[config.mk]
export PLATFORM = sky130hd
export DESIGN_NAME = oau_top
export DESIGN_NICKNAME = d
export VERILOG_FILES = /design/src/rtl/oau_top.v /design/src/rtl/oau_legal.v /design/src/rtl/oau_eagen.v
export VERILOG_INCLUDE_DIRS = /design/src /design/src/rtl
export SDC_FILE = /design/constraint.sdc
export NUM_CORES = 1
export LEC_CHECK = 0
export BUFFER_PORTS_ARGS = -buffer_cell sky130_fd_sc_hd__buf_4
export CORE_UTILIZATION = 49
export CTS_BUF_LIST = sky130_fd_sc_hd__clkbuf_8
export CTS_CLUSTER_SIZE = 10
export DETAILED_ROUTE_END_ITERATION = 12
export MAX_ROUTING_LAYER = met4
export PLACE_DENSITY = 0.84
export RECOVER_POWER = 25
export SETUP_SLACK_MARGIN = 0.02
export SLEW_MARGIN = 0
export SYNTH_ARGS = -nofsm -noshare
export SYNTH_HDL_FRONTEND = slang
export SYNTH_HIERARCHICAL = 1
export SYNTH_SLANG_ARGS = --single-unit
[constraint.sdc]
create_clock -name clk_i -period 2.3 [get_ports clk_i]
set_input_delay 0.23 -clock clk_i [delete_from_list [all_inputs] [get_ports clk_i]]
set_output_delay 0.23 -clock clk_i [all_outputs]
set_load 0.05 [all_outputs]
[src/rtl/oau_regs.vh]
// constants shared by the operand addressing unit files
// assumes inclusion by bare name from files under rtl/
`ifndef OAU_REGS_VH
`define OAU_REGS_VH

// ==========================================================
// instruction classes
`define OAU_CL_FILE 3'h0
`define OAU_CL_MCU3 3'h1
`define OAU_CL_MOVE 3'h2
`define OAU_CL_PROD 3'h3
`define OAU_CL_DSP 3'h4

// ==========================================================
// addressing modes
`define OAU_AM_REGDIR 3'h0
`define OAU_AM_IND 3'h1
`define OAU_AM_POST 3'h2
`define OAU_AM_PRE 3'h3
`define OAU_AM_INDEXED 3'h4
`define OAU_AM_LITOFF 3'h5
`define OAU_AM_LIT 3'h6
`define OAU_AM_FILEDIR 3'h7

// ==========================================================
// second operand source codes
`define OAU_SRC_REG 2'h0
`define OAU_SRC_MEM 2'h1
`define OAU_SRC_LIT 2'h2
`define OAU_SRC_NONE 2'h3

// ==========================================================
// field widths, masks and fixed values
`define OAU_NEAR_AW 13
`define OAU_NEAR_MASK 16'h1fff
`define OAU_LIT5_MASK 10'h01f
`define OAU_DEFAULT_WORKING_REGISTER_ZERO 4'h0
`define OAU_STEP_BYTE 16'h0001
`define OAU_STEP_WORD 16'h0002
`define OAU_RST_WORD 16'h0000
`define OAU_RST_SEL 4'h0
`define OAU_LATENCY 1

`endif

[src/rtl/oau_top.v]
// operand addressing unit: resolves addressing modes and effective addresses
// assumes decode presents one instruction per valid cycle and the register
// file presents the selected pointer and base values in that same cycle
// limitation: there is no stall input; the clock enable is the only hold
`timescale 1ns/1ps
`include "oau_regs.vh"

module oau_top (
	input wire clk_i,
	input wire rst_i,
	input wire ce_i,
	input wire valid_i,
	input wire [2:0] iclass_i,
	input wire [2:0] amode_i,
	input wire [15:0] faddr_i,
	input wire [9:0] lit_i,
	input wire lit_wide_i,
	input wire dec_i,
	input wire byte_i,
	input wire [3:0] ptr_sel_i,
	input wire [3:0] base_sel_i,
	input wire [3:0] dst_sel_i,
	input wire dst_default_working_register_i,
	input wire dst_mem_i,
	input wire dst_pair_i,
	input wire [15:0] ptr_val_i,
	input wire [15:0] base_val_i,
	output wire out_valid_o,
	output wire illegal_o,
	output wire [1:0] src_kind_o,
	output wire [15:0] ea_o,
	output wire mem_rd_o,
	output wire [3:0] src_reg_o,
	output wire [3:0] base_reg_o,
	output wire base_use_o,
	output wire [15:0] lit_o,
	output wire [3:0] dst_reg_o,
	output wire dst_is_mem_o,
	output wire dst_pair_o,
	output wire [15:0] dst_ea_o,
	output wire ptr_we_o,
	output wire [3:0] ptr_wsel_o,
	output wire [15:0] ptr_wval_o
);

	// ==========================================================
	// next-state and register declarations
	// strobes and data fields are kept apart: strobes clear on idle
	// cycles, data fields only move when an instruction is taken
	reg out_valid_q;
	reg illegal_q, illegal_d;
	reg [1:0] src_kind_q, src_kind_d;
	reg [15:0] ea_q, ea_d;
	reg mem_rd_q, mem_rd_d;
	reg [3:0] src_reg_q, src_reg_d;
	reg [3:0] base_reg_q, base_reg_d;
	reg base_use_q, base_use_d;
	reg [15:0] lit_q, lit_d;
	reg [3:0] dst_reg_q, dst_reg_d;
	reg dst_is_mem_q, dst_is_mem_d;
	reg dst_pair_q, dst_pair_d;
	reg [15:0] dst_ea_q, dst_ea_d;
	reg ptr_we_q, ptr_we_d;
	reg [3:0] ptr_wsel_q, ptr_wsel_d;
	reg [15:0] ptr_wval_q, ptr_wval_d;
	wire legal;
	wire [15:0] gen_ea;
	wire [15:0] gen_ptr;

	// zero-extend a literal to the data width
	// masking here, not at the port, keeps the 10-bit path for transfers
	function [15:0] oau_zext;
		input [9:0] v;
		input wide;
		begin
			if (wide) begin
				oau_zext = {6'h00, v};
			end else begin
				oau_zext = {6'h00, v & `OAU_LIT5_MASK};
			end
		end
	endfunction

	// true for the forms that read data memory through a pointer
	// used to keep an illegal pointer form from writing a moved value back
	function oau_is_ind;
		input [2:0] m;
		begin
			oau_is_ind = (m == `OAU_AM_IND) || (m == `OAU_AM_POST) ||
				(m == `OAU_AM_PRE) || (m == `OAU_AM_INDEXED) ||
				(m == `OAU_AM_LITOFF);
		end
	endfunction

	// ==========================================================
	// helpers: mode table and address arithmetic
	// the table sits apart so the mode set of each class lives in one place
	// one adder path serves every pointer form, traded against a deeper cone
	oau_legal u_legal (
		.iclass_i(iclass_i),
		.amode_i(amode_i),
		.lit_wide_i(lit_wide_i),
		.legal_o(legal)
	);

	oau_eagen u_eagen (
		.amode_i(amode_i),
		.ptr_val_i(ptr_val_i),
		.base_val_i(base_val_i),
		.lit_i(lit_i),
		.dec_i(dec_i),
		.byte_i(byte_i),
		.ea_o(gen_ea),
		.ptr_new_o(gen_ptr)
	);

	// ==========================================================
	// operand source decode
	// defaults describe an idle slot: no source and no memory access
	always @* begin
		src_kind_d = `OAU_SRC_NONE;
		ea_d = `OAU_RST_WORD;
		mem_rd_d = 1'b0;
		src_reg_d = `OAU_RST_SEL;
		lit_d = `OAU_RST_WORD;
		case (amode_i)
			// address straight from the instruction, no register in it
			`OAU_AM_FILEDIR: begin
				src_kind_d = `OAU_SRC_MEM;
				mem_rd_d = 1'b1;
				if (iclass_i == `OAU_CL_MOVE) begin
					ea_d = faddr_i;
				end else begin
					ea_d = faddr_i & `OAU_NEAR_MASK;
				end
			end
			// register itself is the operand; memory untouched
			`OAU_AM_REGDIR: begin
				src_kind_d = `OAU_SRC_REG;
				src_reg_d = ptr_sel_i;
			end
			// literal carried in the instruction
			`OAU_AM_LIT: begin
				src_kind_d = `OAU_SRC_LIT;
				lit_d = oau_zext(lit_i, lit_wide_i);
			end
			`OAU_AM_IND, `OAU_AM_POST, `OAU_AM_PRE: begin
				src_kind_d = `OAU_SRC_MEM;
				mem_rd_d = 1'b1;
				ea_d = gen_ea;
			end
			`OAU_AM_INDEXED, `OAU_AM_LITOFF: begin
				src_kind_d = `OAU_SRC_MEM;
				mem_rd_d = 1'b1;
				ea_d = gen_ea;
			end
			default: begin
				src_kind_d = `OAU_SRC_NONE;
			end
		endcase
		// an illegal encoding must not touch memory
		// the destination and pointer strobes are gated the same way
		if (!legal) begin
			mem_rd_d = 1'b0;
		end
	end

	// ==========================================================
	// implicit and base operand decode
	// the base selector passes even when unused; base_use says if it counts
	always @* begin
		base_reg_d = `OAU_RST_SEL;
		base_use_d = 1'b0;
		case (iclass_i)
			// file class works against register zero
			`OAU_CL_FILE, `OAU_CL_PROD: begin
				base_reg_d = `OAU_DEFAULT_WORKING_REGISTER_ZERO;
				base_use_d = 1'b1;
			end
			// first source is always a register, read directly
			`OAU_CL_MCU3: begin
				base_reg_d = base_sel_i;
				base_use_d = 1'b1;
			end
			// base register only feeds the indexed address
			`OAU_CL_MOVE, `OAU_CL_DSP: begin
				base_reg_d = base_sel_i;
				base_use_d = (amode_i == `OAU_AM_INDEXED);
			end
			default: begin
				base_use_d = 1'b0;
			end
		endcase
	end

	// ==========================================================
	// destination decode
	// transfer and three-operand share the memory result at the operand ea
	// limitation: a memory result elsewhere than the operand ea is not offered
	always @* begin
		dst_reg_d = `OAU_RST_SEL;
		dst_is_mem_d = 1'b0;
		dst_pair_d = 1'b0;
		dst_ea_d = `OAU_RST_WORD;
		case (iclass_i)
			// back to the same file register or to register zero
			`OAU_CL_FILE: begin
				if (dst_default_working_register_i) begin
					dst_reg_d = `OAU_DEFAULT_WORKING_REGISTER_ZERO;
				end else begin
					dst_is_mem_d = 1'b1;
					dst_ea_d = faddr_i & `OAU_NEAR_MASK;
				end
			end
			// product ignores the file/zero choice
			`OAU_CL_PROD: begin
				dst_reg_d = dst_sel_i;
				dst_pair_d = dst_pair_i;
			end
			// register or memory result, memory at the operand address
			`OAU_CL_MCU3, `OAU_CL_MOVE: begin
				dst_reg_d = dst_sel_i;
				dst_is_mem_d = dst_mem_i;
				dst_ea_d = dst_mem_i ? ea_d : `OAU_RST_WORD;
			end
			// accumulate class results stay in registers
			`OAU_CL_DSP: begin
				dst_reg_d = dst_sel_i;
			end
			default: begin
				dst_reg_d = `OAU_RST_SEL;
			end
		endcase
		if (!legal) begin
			dst_is_mem_d = 1'b0;
		end
	end

	// ==========================================================
	// pointer write-back and illegal flag
	// gating by legal keeps an illegal post or pre form from moving the
	// pointer, so control logic can retry without repairing the register
	always @* begin
		illegal_d = !legal;
		ptr_wsel_d = ptr_sel_i;
		ptr_wval_d = gen_ptr;
		// only post and pre forms move the pointer
		ptr_we_d = legal && ((amode_i == `OAU_AM_POST) ||
			(amode_i == `OAU_AM_PRE));
		// an illegal pointer-based form puts the unmoved pointer value on the write-back data
		if (oau_is_ind(amode_i) && !legal) begin
			ptr_wval_d = ptr_val_i;
		end
	end

	// ==========================================================
	// output registers; hold everything while clock enable is low
	// strobes clear on idle cycles so a held decode never repeats a memory
	// read or a pointer write; data fields keep their last value because
	// downstream logic may still be reading them a cycle later
	// the reset values match an idle slot, so release needs no warm-up
	always @(posedge clk_i or posedge rst_i) begin
		if (rst_i) begin
			out_valid_q <= 1'b0;
			illegal_q <= 1'b0;
			src_kind_q <= `OAU_SRC_NONE;
			ea_q <= `OAU_RST_WORD;
			mem_rd_q <= 1'b0;
			src_reg_q <= `OAU_RST_SEL;
			base_reg_q <= `OAU_RST_SEL;
			base_use_q <= 1'b0;
			lit_q <= `OAU_RST_WORD;
			dst_reg_q <= `OAU_RST_SEL;
			dst_is_mem_q <= 1'b0;
			dst_pair_q <= 1'b0;
			dst_ea_q <= `OAU_RST_WORD;
			ptr_we_q <= 1'b0;
			ptr_wsel_q <= `OAU_RST_SEL;
			ptr_wval_q <= `OAU_RST_WORD;
		end else if (ce_i) begin
			out_valid_q <= valid_i;
			// strobes qualified by valid so idle cycles stay quiet
			illegal_q <= valid_i && illegal_d;
			mem_rd_q <= valid_i && mem_rd_d;
			ptr_we_q <= valid_i && ptr_we_d;
			dst_is_mem_q <= valid_i && dst_is_mem_d;
			base_use_q <= valid_i && base_use_d;
			// data fields only reload on a valid instruction
			if (valid_i) begin
				src_kind_q <= src_kind_d;
				ea_q <= ea_d;
				src_reg_q <= src_reg_d;
				base_reg_q <= base_reg_d;
				lit_q <= lit_d;
				dst_reg_q <= dst_reg_d;
				dst_pair_q <= dst_pair_d;
				dst_ea_q <= dst_ea_d;
				ptr_wsel_q <= ptr_wsel_d;
				ptr_wval_q <= ptr_wval_d;
			end
		end
	end

	// ==========================================================
	// outputs straight from flip-flops
	// no logic between the flops and the pins keeps port timing clean
	assign out_valid_o = out_valid_q;
	assign illegal_o = illegal_q;
	assign src_kind_o = src_kind_q;
	assign ea_o = ea_q;
	assign mem_rd_o = mem_rd_q;
	assign src_reg_o = src_reg_q;
	assign base_reg_o = base_reg_q;
	assign base_use_o = base_use_q;
	assign lit_o = lit_q;
	assign dst_reg_o = dst_reg_q;
	assign dst_is_mem_o = dst_is_mem_q;
	assign dst_pair_o = dst_pair_q;
	assign dst_ea_o = dst_ea_q;
	assign ptr_we_o = ptr_we_q;
	assign ptr_wsel_o = ptr_wsel_q;
	assign ptr_wval_o = ptr_wval_q;

endmodule // oau_top

[src/rtl/oau_legal.v]
// legality table: which addressing modes each instruction class accepts
// assumes class and mode codes from oau_regs.vh; purely combinational
`timescale 1ns/1ps
`include "oau_regs.vh"

module oau_legal (
	input wire [2:0] iclass_i,
	input wire [2:0] amode_i,
	input wire lit_wide_i,
	output reg legal_o
);

	// ==========================================================
	// per-class mode subsets
	always @* begin
		legal_o = 1'b0;
		case (iclass_i)
			`OAU_CL_FILE: legal_o = (amode_i == `OAU_AM_FILEDIR);
			`OAU_CL_PROD: legal_o = (amode_i == `OAU_AM_FILEDIR);
			// three-operand: no indexed or offset forms, 5-bit literal only
			`OAU_CL_MCU3: begin
				legal_o = (amode_i == `OAU_AM_REGDIR) || (amode_i == `OAU_AM_IND) ||
					(amode_i == `OAU_AM_POST) || (amode_i == `OAU_AM_PRE) ||
					((amode_i == `OAU_AM_LIT) && !lit_wide_i);
			end
			// data transfer accepts every form
			`OAU_CL_MOVE: legal_o = 1'b1;
			// accumulate class has its own small set
			`OAU_CL_DSP: begin
				legal_o = (amode_i == `OAU_AM_IND) || (amode_i == `OAU_AM_POST) ||
					(amode_i == `OAU_AM_INDEXED);
			end
			default: legal_o = 1'b0;
		endcase
	end

endmodule // oau_legal

[src/rtl/oau_eagen.v]
// effective-address and pointer update arithmetic
// assumes pointer and base values arrive already read from the register file
`timescale 1ns/1ps
`include "oau_regs.vh"

module oau_eagen (
	input wire [2:0] amode_i,
	input wire [15:0] ptr_val_i,
	input wire [15:0] base_val_i,
	input wire [9:0] lit_i,
	input wire dec_i,
	input wire byte_i,
	output reg [15:0] ea_o,
	output reg [15:0] ptr_new_o
);

	// signed step of one byte or one word
	function [15:0] oau_step;
		input dec;
		input bsz;
		reg [15:0] mag;
		begin
			mag = bsz ? `OAU_STEP_BYTE : `OAU_STEP_WORD;
			oau_step = dec ? (16'h0000 - mag) : mag;
		end
	endfunction

	// ==========================================================
	// address forming; pointer only moves in post/pre forms
	always @* begin
		ea_o = ptr_val_i;
		ptr_new_o = ptr_val_i;
		case (amode_i)
			`OAU_AM_IND: ea_o = ptr_val_i;
			`OAU_AM_POST: begin
				ea_o = ptr_val_i;
				ptr_new_o = ptr_val_i + oau_step(dec_i, byte_i);
			end
			`OAU_AM_PRE: begin
				ptr_new_o = ptr_val_i + oau_step(dec_i, byte_i);
				ea_o = ptr_new_o;
			end
			`OAU_AM_INDEXED: ea_o = ptr_val_i + base_val_i;
			// literal offset is signed, sign-extended from 10 bits
			`OAU_AM_LITOFF: ea_o = ptr_val_i + {{6{lit_i[9]}}, lit_i};
			default: ea_o = ptr_val_i;
		endcase
	end

endmodule // oau_eagen

==> qor.yml, run 1 <==
fin_util_pct: 78.0
vias_per_cell: 6.22
hpwl_mm: 16.0
syn_avg_cell_area_um2: 8.61
post_drt_wl_per_cell_um: 20.7
drv_slew: 0
cp_max_fo: 5
antenna_left: 0
rsz0062_at_grt: "yes"
layout-drive-gt1-share_pct: 47.0
crit_arrival_ps: 3290
io_pins: 175
dieArea_um2: 12900
worst_slack_ps: -736
antenna_found_initial: 2
row_count: 40
fin_setup_tns_ps: -13720
rrSetupSlack_ps: 1480
cts_root_buf: "clkbuf_8"
fin_hold_ws_ps: 59.7
drtIter0Drc: 915
drt_wl_total_mm: 24.0
fmax_mhz: 329
cts_tree: "yes"
core_area_um2: 12100
final_area_um2: 9410
synth_cells: 708
layout_min_cycle_time_ps: 3040
violations: "negative setup slack"
synth_cell_types: 76
ys_warn_count: 6
cts_buffer_depth: 2
hold_class: "input port to flop"
gp_congestion: 0.994
pre_cts_slack_ps: -1170
ff_latch_area_um2: 2080
dieHeight_um: 114
ys.flop_type: "dfrtp_1"
total_power_mw: 5.68
worstPathRequired_ps: 2560
dp_cells: 1125
async_flop_share_pct: 100
placed_area_um2: 8430
worstHoldPathCells: 3
overflow: 0
stdcell_count: 1157
drc: 0
dr_total_vias: 7199
mostFrequentLayoutCell: "buf_4"
port_buffers: 168
synth_seq_cells: 83
netlist_area_um2: 6090
drt_pass1_iterations: 6
fillers: 774
drv_cap: 0
fin_crit_sh_pct: 132
rr_worst_depth: 2
hold_viol: 0
cp-end-kind: "flop"
yosysSeqAreaShare_pct: 34.1
start_util_pct: 50.5
criticalPathCategory: "input port to flop"
power.density_nw_per_um2: 604
htreeDepth: 3
grt_pass1_wl_mm: 33.2
final_cell_mix: "buf_4, nand2_1, dfrtp_1"
path_clk_slew_ps: 90
grt_max_degree: 51
gr-usage-all-layers_pct: 34.1
fp.dieW_um: 114
areaGrowthSynthToFinish_pct: 54.3
clock_latency_ps: 380
p_leak_nw: 4.41
worst_pin_slew_ps: 797
status: "finished, violations left"
cts_sinks: 83
multi_input_area_um2: 4400
numCtsBuffers: 9
crit_path_start_kind: "input port"
slew_headroom_pct: 46.9
nNetsFinal: 1101
synth_edf_count: 0
finalSetupViolCount: 29
ir_worst_vdd_mv: 0.345
fin_skew_ps: 0
grt_pass1_vias: 6549
## sequential cells by signal (all words and copies together), names as in the netlist
register / flops
dst_ea_o: 16
ea_o: 16
ptr_wval_o: 16
lit_o: 10
base_reg_o: 4
dst_reg_o: 4
ptr_wsel_o: 4
src_reg_o: 4
src_kind_o: 2
base_use_o: 1
dst_is_mem_o: 1
dst_pair_o: 1
illegal_o: 1
mem_rd_o: 1
out_valid_o: 1
ptr_we_o: 1
## worst max-delay path, stage by stage
cell,delay (ps)
buf_8,80
nor2b_4,180
nand2_4,110
mux2_4,360
ha_4,190
fa_2,360
nand3_2,100
a21oi_4,80
o2111ai_4,260
a21boi_2,120
o2111a_1,280
a211oi_2,220
o21ai_2,120
and3b_2,220
a221oi_2,250
o21ai_1,120
## cell families (layout without fill, tap and decap cells)
group	count (synthesis)	after routing	share of synthesized area, %
fa+ha+maj	33	33	7.02
flops	83	83	34.1
mux	16	16	2.94
other cells	1	8	0.0615
simple gates	211	211	17.2
compound gates	264	264	28.8
buf+inv	73	347	5.89
xor+xnor	27	27	3.88
## cell usage after synthesis (all sizes together), types with 12 or more instances
cell,number,area (um2)
nor2,28,105
nand2,102,383
a32oi,19,166
a31oi,21,131
clkbuf,18,71.3
a21oi,39,203
a221oi,14,123
and3b,14,129
and2,18,114
dfrtp,81,2030
buf,33,205
xor2,15,131
ha,31,388
inv,22,82.6
xnor2,12,105
o21ai,99,499
mux2,12,135
## layer usage
| metal | track usage (%) | share of wire, % | up-vias | routed length (um) |
|---|---|---|---|---|
| met5 | - | 0 | - | 0 |
| met4 | 16.2 | 5.5 | 0 | 1330 |
| met3 | 4.73 | 9.5 | 119 | 2280 |
| met2 | 55.7 | 47 | 541 | 11400 |
| met1 | 41.9 | 38 | 3383 | 8990 |
| li1 | - | - | 3156 | - |
## area by class of cell
cell class              instances  area share [%]
multi-input cells             557            46.8
repair buffers                309            25.7
flip-flops and latches         83            22.1
well taps                     168            2.23
clock buffers                   9            1.32
inverters                      22           0.918
clock inverters                 7           0.891
diodes                          2          0.0532
## worst paths after layout
path | start | endpoint
worst max register to register | dst_ea_o[8]$_DFFE_PP0P_ | dst_ea_o[8]$_DFFE_PP0P_
worst min-delay path | ptr_sel_i[1] | ptr_wsel_o[1]$_DFFE_PP0P_
worst max-delay path | amode_i[2] | ea_o[10]$_DFFE_PP0P_
max in group asynchronous | rst_i | ptr_wsel_o[3]$_DFFE_PP0P_
worst min register to register | ptr_wsel_o[0]$_DFFE_PP0P_ | ptr_wsel_o[0]$_DFFE_PP0P_
min in group asynchronous | rst_i | lit_o[5]$_DFFE_PP0P_
## power breakdown
| part | leakage [nW] | internal [mW] | total [mW] | switching (mW) |
|---|---|---|---|---|
| clock | 0.102 | 0.521 | 1.13 | 0.613 |
| sequential | 1.07 | 1.62 | 1.73 | 0.106 |
| combinational | 3.24 | 1.12 | 2.82 | 1.70 |
## timing repair
action | in CTS | in global routing
resized for setup | 46 | 95
cloned | 0 | 0
setup buffers | 2 | 14
pin swaps | 31 | 55
endpoints found under the hold margin | 32 | 0
hold buffers | 1 | 0
setup endpoints to repair | 30 | 32
(Power assumes the default switching activity.)
==> run 2: changes to the inputs <==
--- a/config.mk
+++ b/config.mk
@@ -6,8 +6,9 @@
 export SDC_FILE = /design/constraint.sdc
 export NUM_CORES = 1
 export LEC_CHECK = 0
+export ABC_AREA = 1
 export BUFFER_PORTS_ARGS = -buffer_cell sky130_fd_sc_hd__buf_4
-export CORE_UTILIZATION = 49
+export CORE_UTILIZATION = 50
 export CTS_BUF_LIST = sky130_fd_sc_hd__clkbuf_8
 export CTS_CLUSTER_SIZE = 10
 export DETAILED_ROUTE_END_ITERATION = 12
==> qor.yml, run 2 <==
status: "finished, violations left"
violations: "max-capacitance violations, max-slew violations"
dieArea_um2: 13700  # +6.2%
dp_cells: 1418  # +26%
synth_edf_count: 0  # unchanged
combPwrFrac_pct: 45.6  # -4.0 points
p_int_mw: 2.78  # -15%
drv_cap: 1  # +1
areaGrowthSynthToFinish_pct: 30.0
path_clk_slew_ps: 90  # about the same
fin_hold_ws_ps: 62.8  # +3.14 ps
grt_pass1_vias: 6524  # -0.38%
fillers: 1164  # +50%
synth_seq_cells: 83  # unchanged
grt_max_degree: 84  # +65%
synth_cells: 1065  # +50%
stdcell_count: 1438  # +24%
yosys.area.top_type_share_pct: 30.7  # -2.6 points
start_util_pct: 51.8  # +1.2 points
startpoint: "amode_i[1]"
placed_area_um2: 8250  # -2.1%
drt_pass1_iterations: 5  # -1
worst_pin_slew_ps: 1750  # +958 ps
total_power_mw: 4.96  # -13%
r2r_start: "src_kind_o[0]$_DFFE_PP1P_"
fin_crit_sh_pct: 94.4  # -38 points
antenna_cells: 0  # -2
nNetsFinal: 1380  # +25%
synth.area.mux_share_pct: 0  # -2.9 points
yosysSeqAreaShare_pct: 31.4  # -2.7 points
syn_avg_cell_area_um2: 6.21  # -28%
hpwl_mm: 16.4  # +2.2%
row_count: 41  # +2.5%
layout_min_cycle_time_ps: 2170  # -866 ps
ys.flop_type: "dfrtp_1"
gp_congestion: 0.956  # -3.8%
synth_top_family_by_area: "simple AND/OR/NAND/NOR gates"
slew_headroom_pct: -17.0  # -64 points
cp_max_fo: 8  # +3
rsz0062_at_grt: "no"
dieHeight_um: 117  # +3.1%
drc: 0  # unchanged
vias_per_cell: 5.13  # -18%
layout-drive-gt1-share_pct: 22.5  # -24 points
crit_arrival_ps: 2440  # -850 ps
p_sw_share_pct: 44.0  # +1.4 points
dr_total_vias: 7380  # +2.5%
io_pins: 175  # unchanged
post_drt_wl_per_cell_um: 14.5  # -30%
drtIter0Drc: 671  # -27%
finalSetupViolCount: 0  # -100%
rr_worst_depth: 2  # unchanged
hold_viol: 0  # unchanged
synthAdderAreaFrac_pct: 6.47  # -0.55 points
cts_buffer_depth: 2  # unchanged
ys_top_cells_by_count: "nand2_1, inv_1, nand3_1, dfrtp_1, nor2_1"
drv_slew: 40  # +40
criticalPathCategory: "input port to flop"
p_sw_mw: 2.18  # -9.7%
hold_class: "input port to flop"
cp-end-kind: "flop"
async_flop_share_pct: 100  # unchanged
ys_warn_count: 6  # unchanged
drt_wl_total_mm: 20.8  # -13%
netlist_area_um2: 6610  # +8.5%
seqPwrFrac_pct: 34.4  # +3.9 points
crit_end: "dst_ea_o[13]$_DFFE_PP0P_"
synthXorXnorAreaFrac_pct: 0.662  # -3.2 points
critical_path.reg2reg.endpoint: "src_kind_o[0]$_DFFE_PP1P_"
antenna_left: 0  # unchanged
cts_root_buf: "clkbuf_8"
rrSetupSlack_ps: 1470  # about the same
numCtsBuffers: 9  # unchanged
cts_tree: "yes"
fin_skew_ps: 0  # unchanged
worstPathRequired_ps: 2570  # about the same
synth_top_area_cell: "dfrtp_1"
ir_worst_vdd_mv: 0.276  # -20%
synthMostInstantiatedCell: "nand2_1"
fmax_mhz: 461  # +40%
final_cell_mix: "nand2_1, buf_4, inv_1"
overflow: 0  # unchanged
mostFrequentLayoutCell: "nand2_1"
synth.area.top_cells: "dfrtp_1, nand2_1, inv_1"
gr-usage-all-layers_pct: 32.0  # -2.2 points
core_area_um2: 12800  # +5.9%
port_buffers: 168  # unchanged
htreeDepth: 3  # unchanged
fp.dieW_um: 117  # +3.1%
synth-simple-area-share_pct: 42.7  # +25 points
crit_path_start_kind: "input port"
antenna_found_initial: 0  # -2
p_leak_nw: 5.05  # +15%
synth_compound_area_share_pct: 6.79  # -22 points
clock_latency_ps: 370  # about the same
synth_cell_types: 35  # -54%
cts_sinks: 83  # unchanged
power_frac_clock_pct: 20.0  # about the same
final_area_um2: 8590  # -8.6%
grt_pass1_wl_mm: 32.6  # -2.0%
power.density_nw_per_um2: 577  # -4.4%
==> run 2: repair_timing <==
action                                  CTS  global route
setup buffers                             0             3
resized for setup                         1            30
endpoints found under the hold margin    57             0
hold buffers                              1             0
endpoints found under the setup margin    1            17
pin swaps                                 0            11
==> run 2: cell families after synthesis <==
group           Yosys count
compound gates           83
xor+xnor                  5
fa+ha+maj                33
buf+inv                 187
flops                    83
other cells               1
simple gates            673
==> run 2: cell type report <==
class	count	area [um2]	area share (%)
Tap cell	172	215	2.50
Inverter	150	572	6.65
Timing Repair Buffer	217	1630	18.9
Sequential cell	83	2080	24.2
Multi-Input combinational cell	800	3920	45.6
Clock inverter	7	52.6	0.612
Clock buffer	9	124	1.44
==> run 2: worst min path at each step <==
| stage | start | end | slack (ps) | cells past startpoint |
|---|---|---|---|---|
| floorplan | ce_i | ptr_we_o$_DFFE_PP0P_ | 330 | 1 |
| global placement | rst_i | base_reg_o[0]$_DFFE_PP0P_ | 390 | 3 |
| detailed placement | rst_i | ptr_wsel_o[0]$_DFFE_PP0P_ | 390 | 3 |
| CTS | ptr_sel_i[0] | ptr_wsel_o[0]$_DFFE_PP0P_ | 60 | 3 |
| global route | ptr_sel_i[0] | ptr_wsel_o[0]$_DFFE_PP0P_ | 70 | 3 |
| finish | ptr_sel_i[0] | ptr_wsel_o[0]$_DFFE_PP0P_ | 60 | 3 |
==> run 2: critical path: stages <==
cell	delay [ps]
buf_4	120
inv_2	80
nand3_4	130
buf_6	170
nand2_1	50
nand2_1	110
ha_4	310
nand2_1	70
inv_1	90
buf_4	110
nand2_1	80
nor3_2	120
nand2_1	120
nand2_1	80
nand2_1	40
nand3_1	90
nand3_1	120
nand2_1	120
nand2_1	80
nand3_1	70
nand2_1	50
==> run 2: per-layer routing <==
metal | wire [um] | global-route usage, % | vias to the layer above
met3 | 1390 | 4.69 | 40
met1 | 9330 | 41.9 | 3360
li1 | - | - | 3710
met2 | 9420 | 50.6 | 270
met4 | 644 | 10.9 | 0
met5 | 0 | - | -
==> run 2: stage by stage <==
stage | setup slack [ps] | utilization, % | setup TNS (ps)
floorplan | 24.9 | - | 0
global placement | -447 | 64.6 | -4690
detailed placement | -395 | 64.6 | -5470
CTS | 49.1 | 66.1 | 0
global route | 1.60 | 67.3 | 0
finish | 130 | 67.3 | 0
==> run 2: power groups by stage <==
stage               clock network, mW  logic [mW]  registers (mW)
global placement                    0        2.18            1.73
global route                     1.06        2.46            1.73
finish                          0.990        2.26            1.71
CTS                             0.997        2.21            1.71
detailed placement                  0        2.20            1.74
floorplan                           0       0.893            2.29
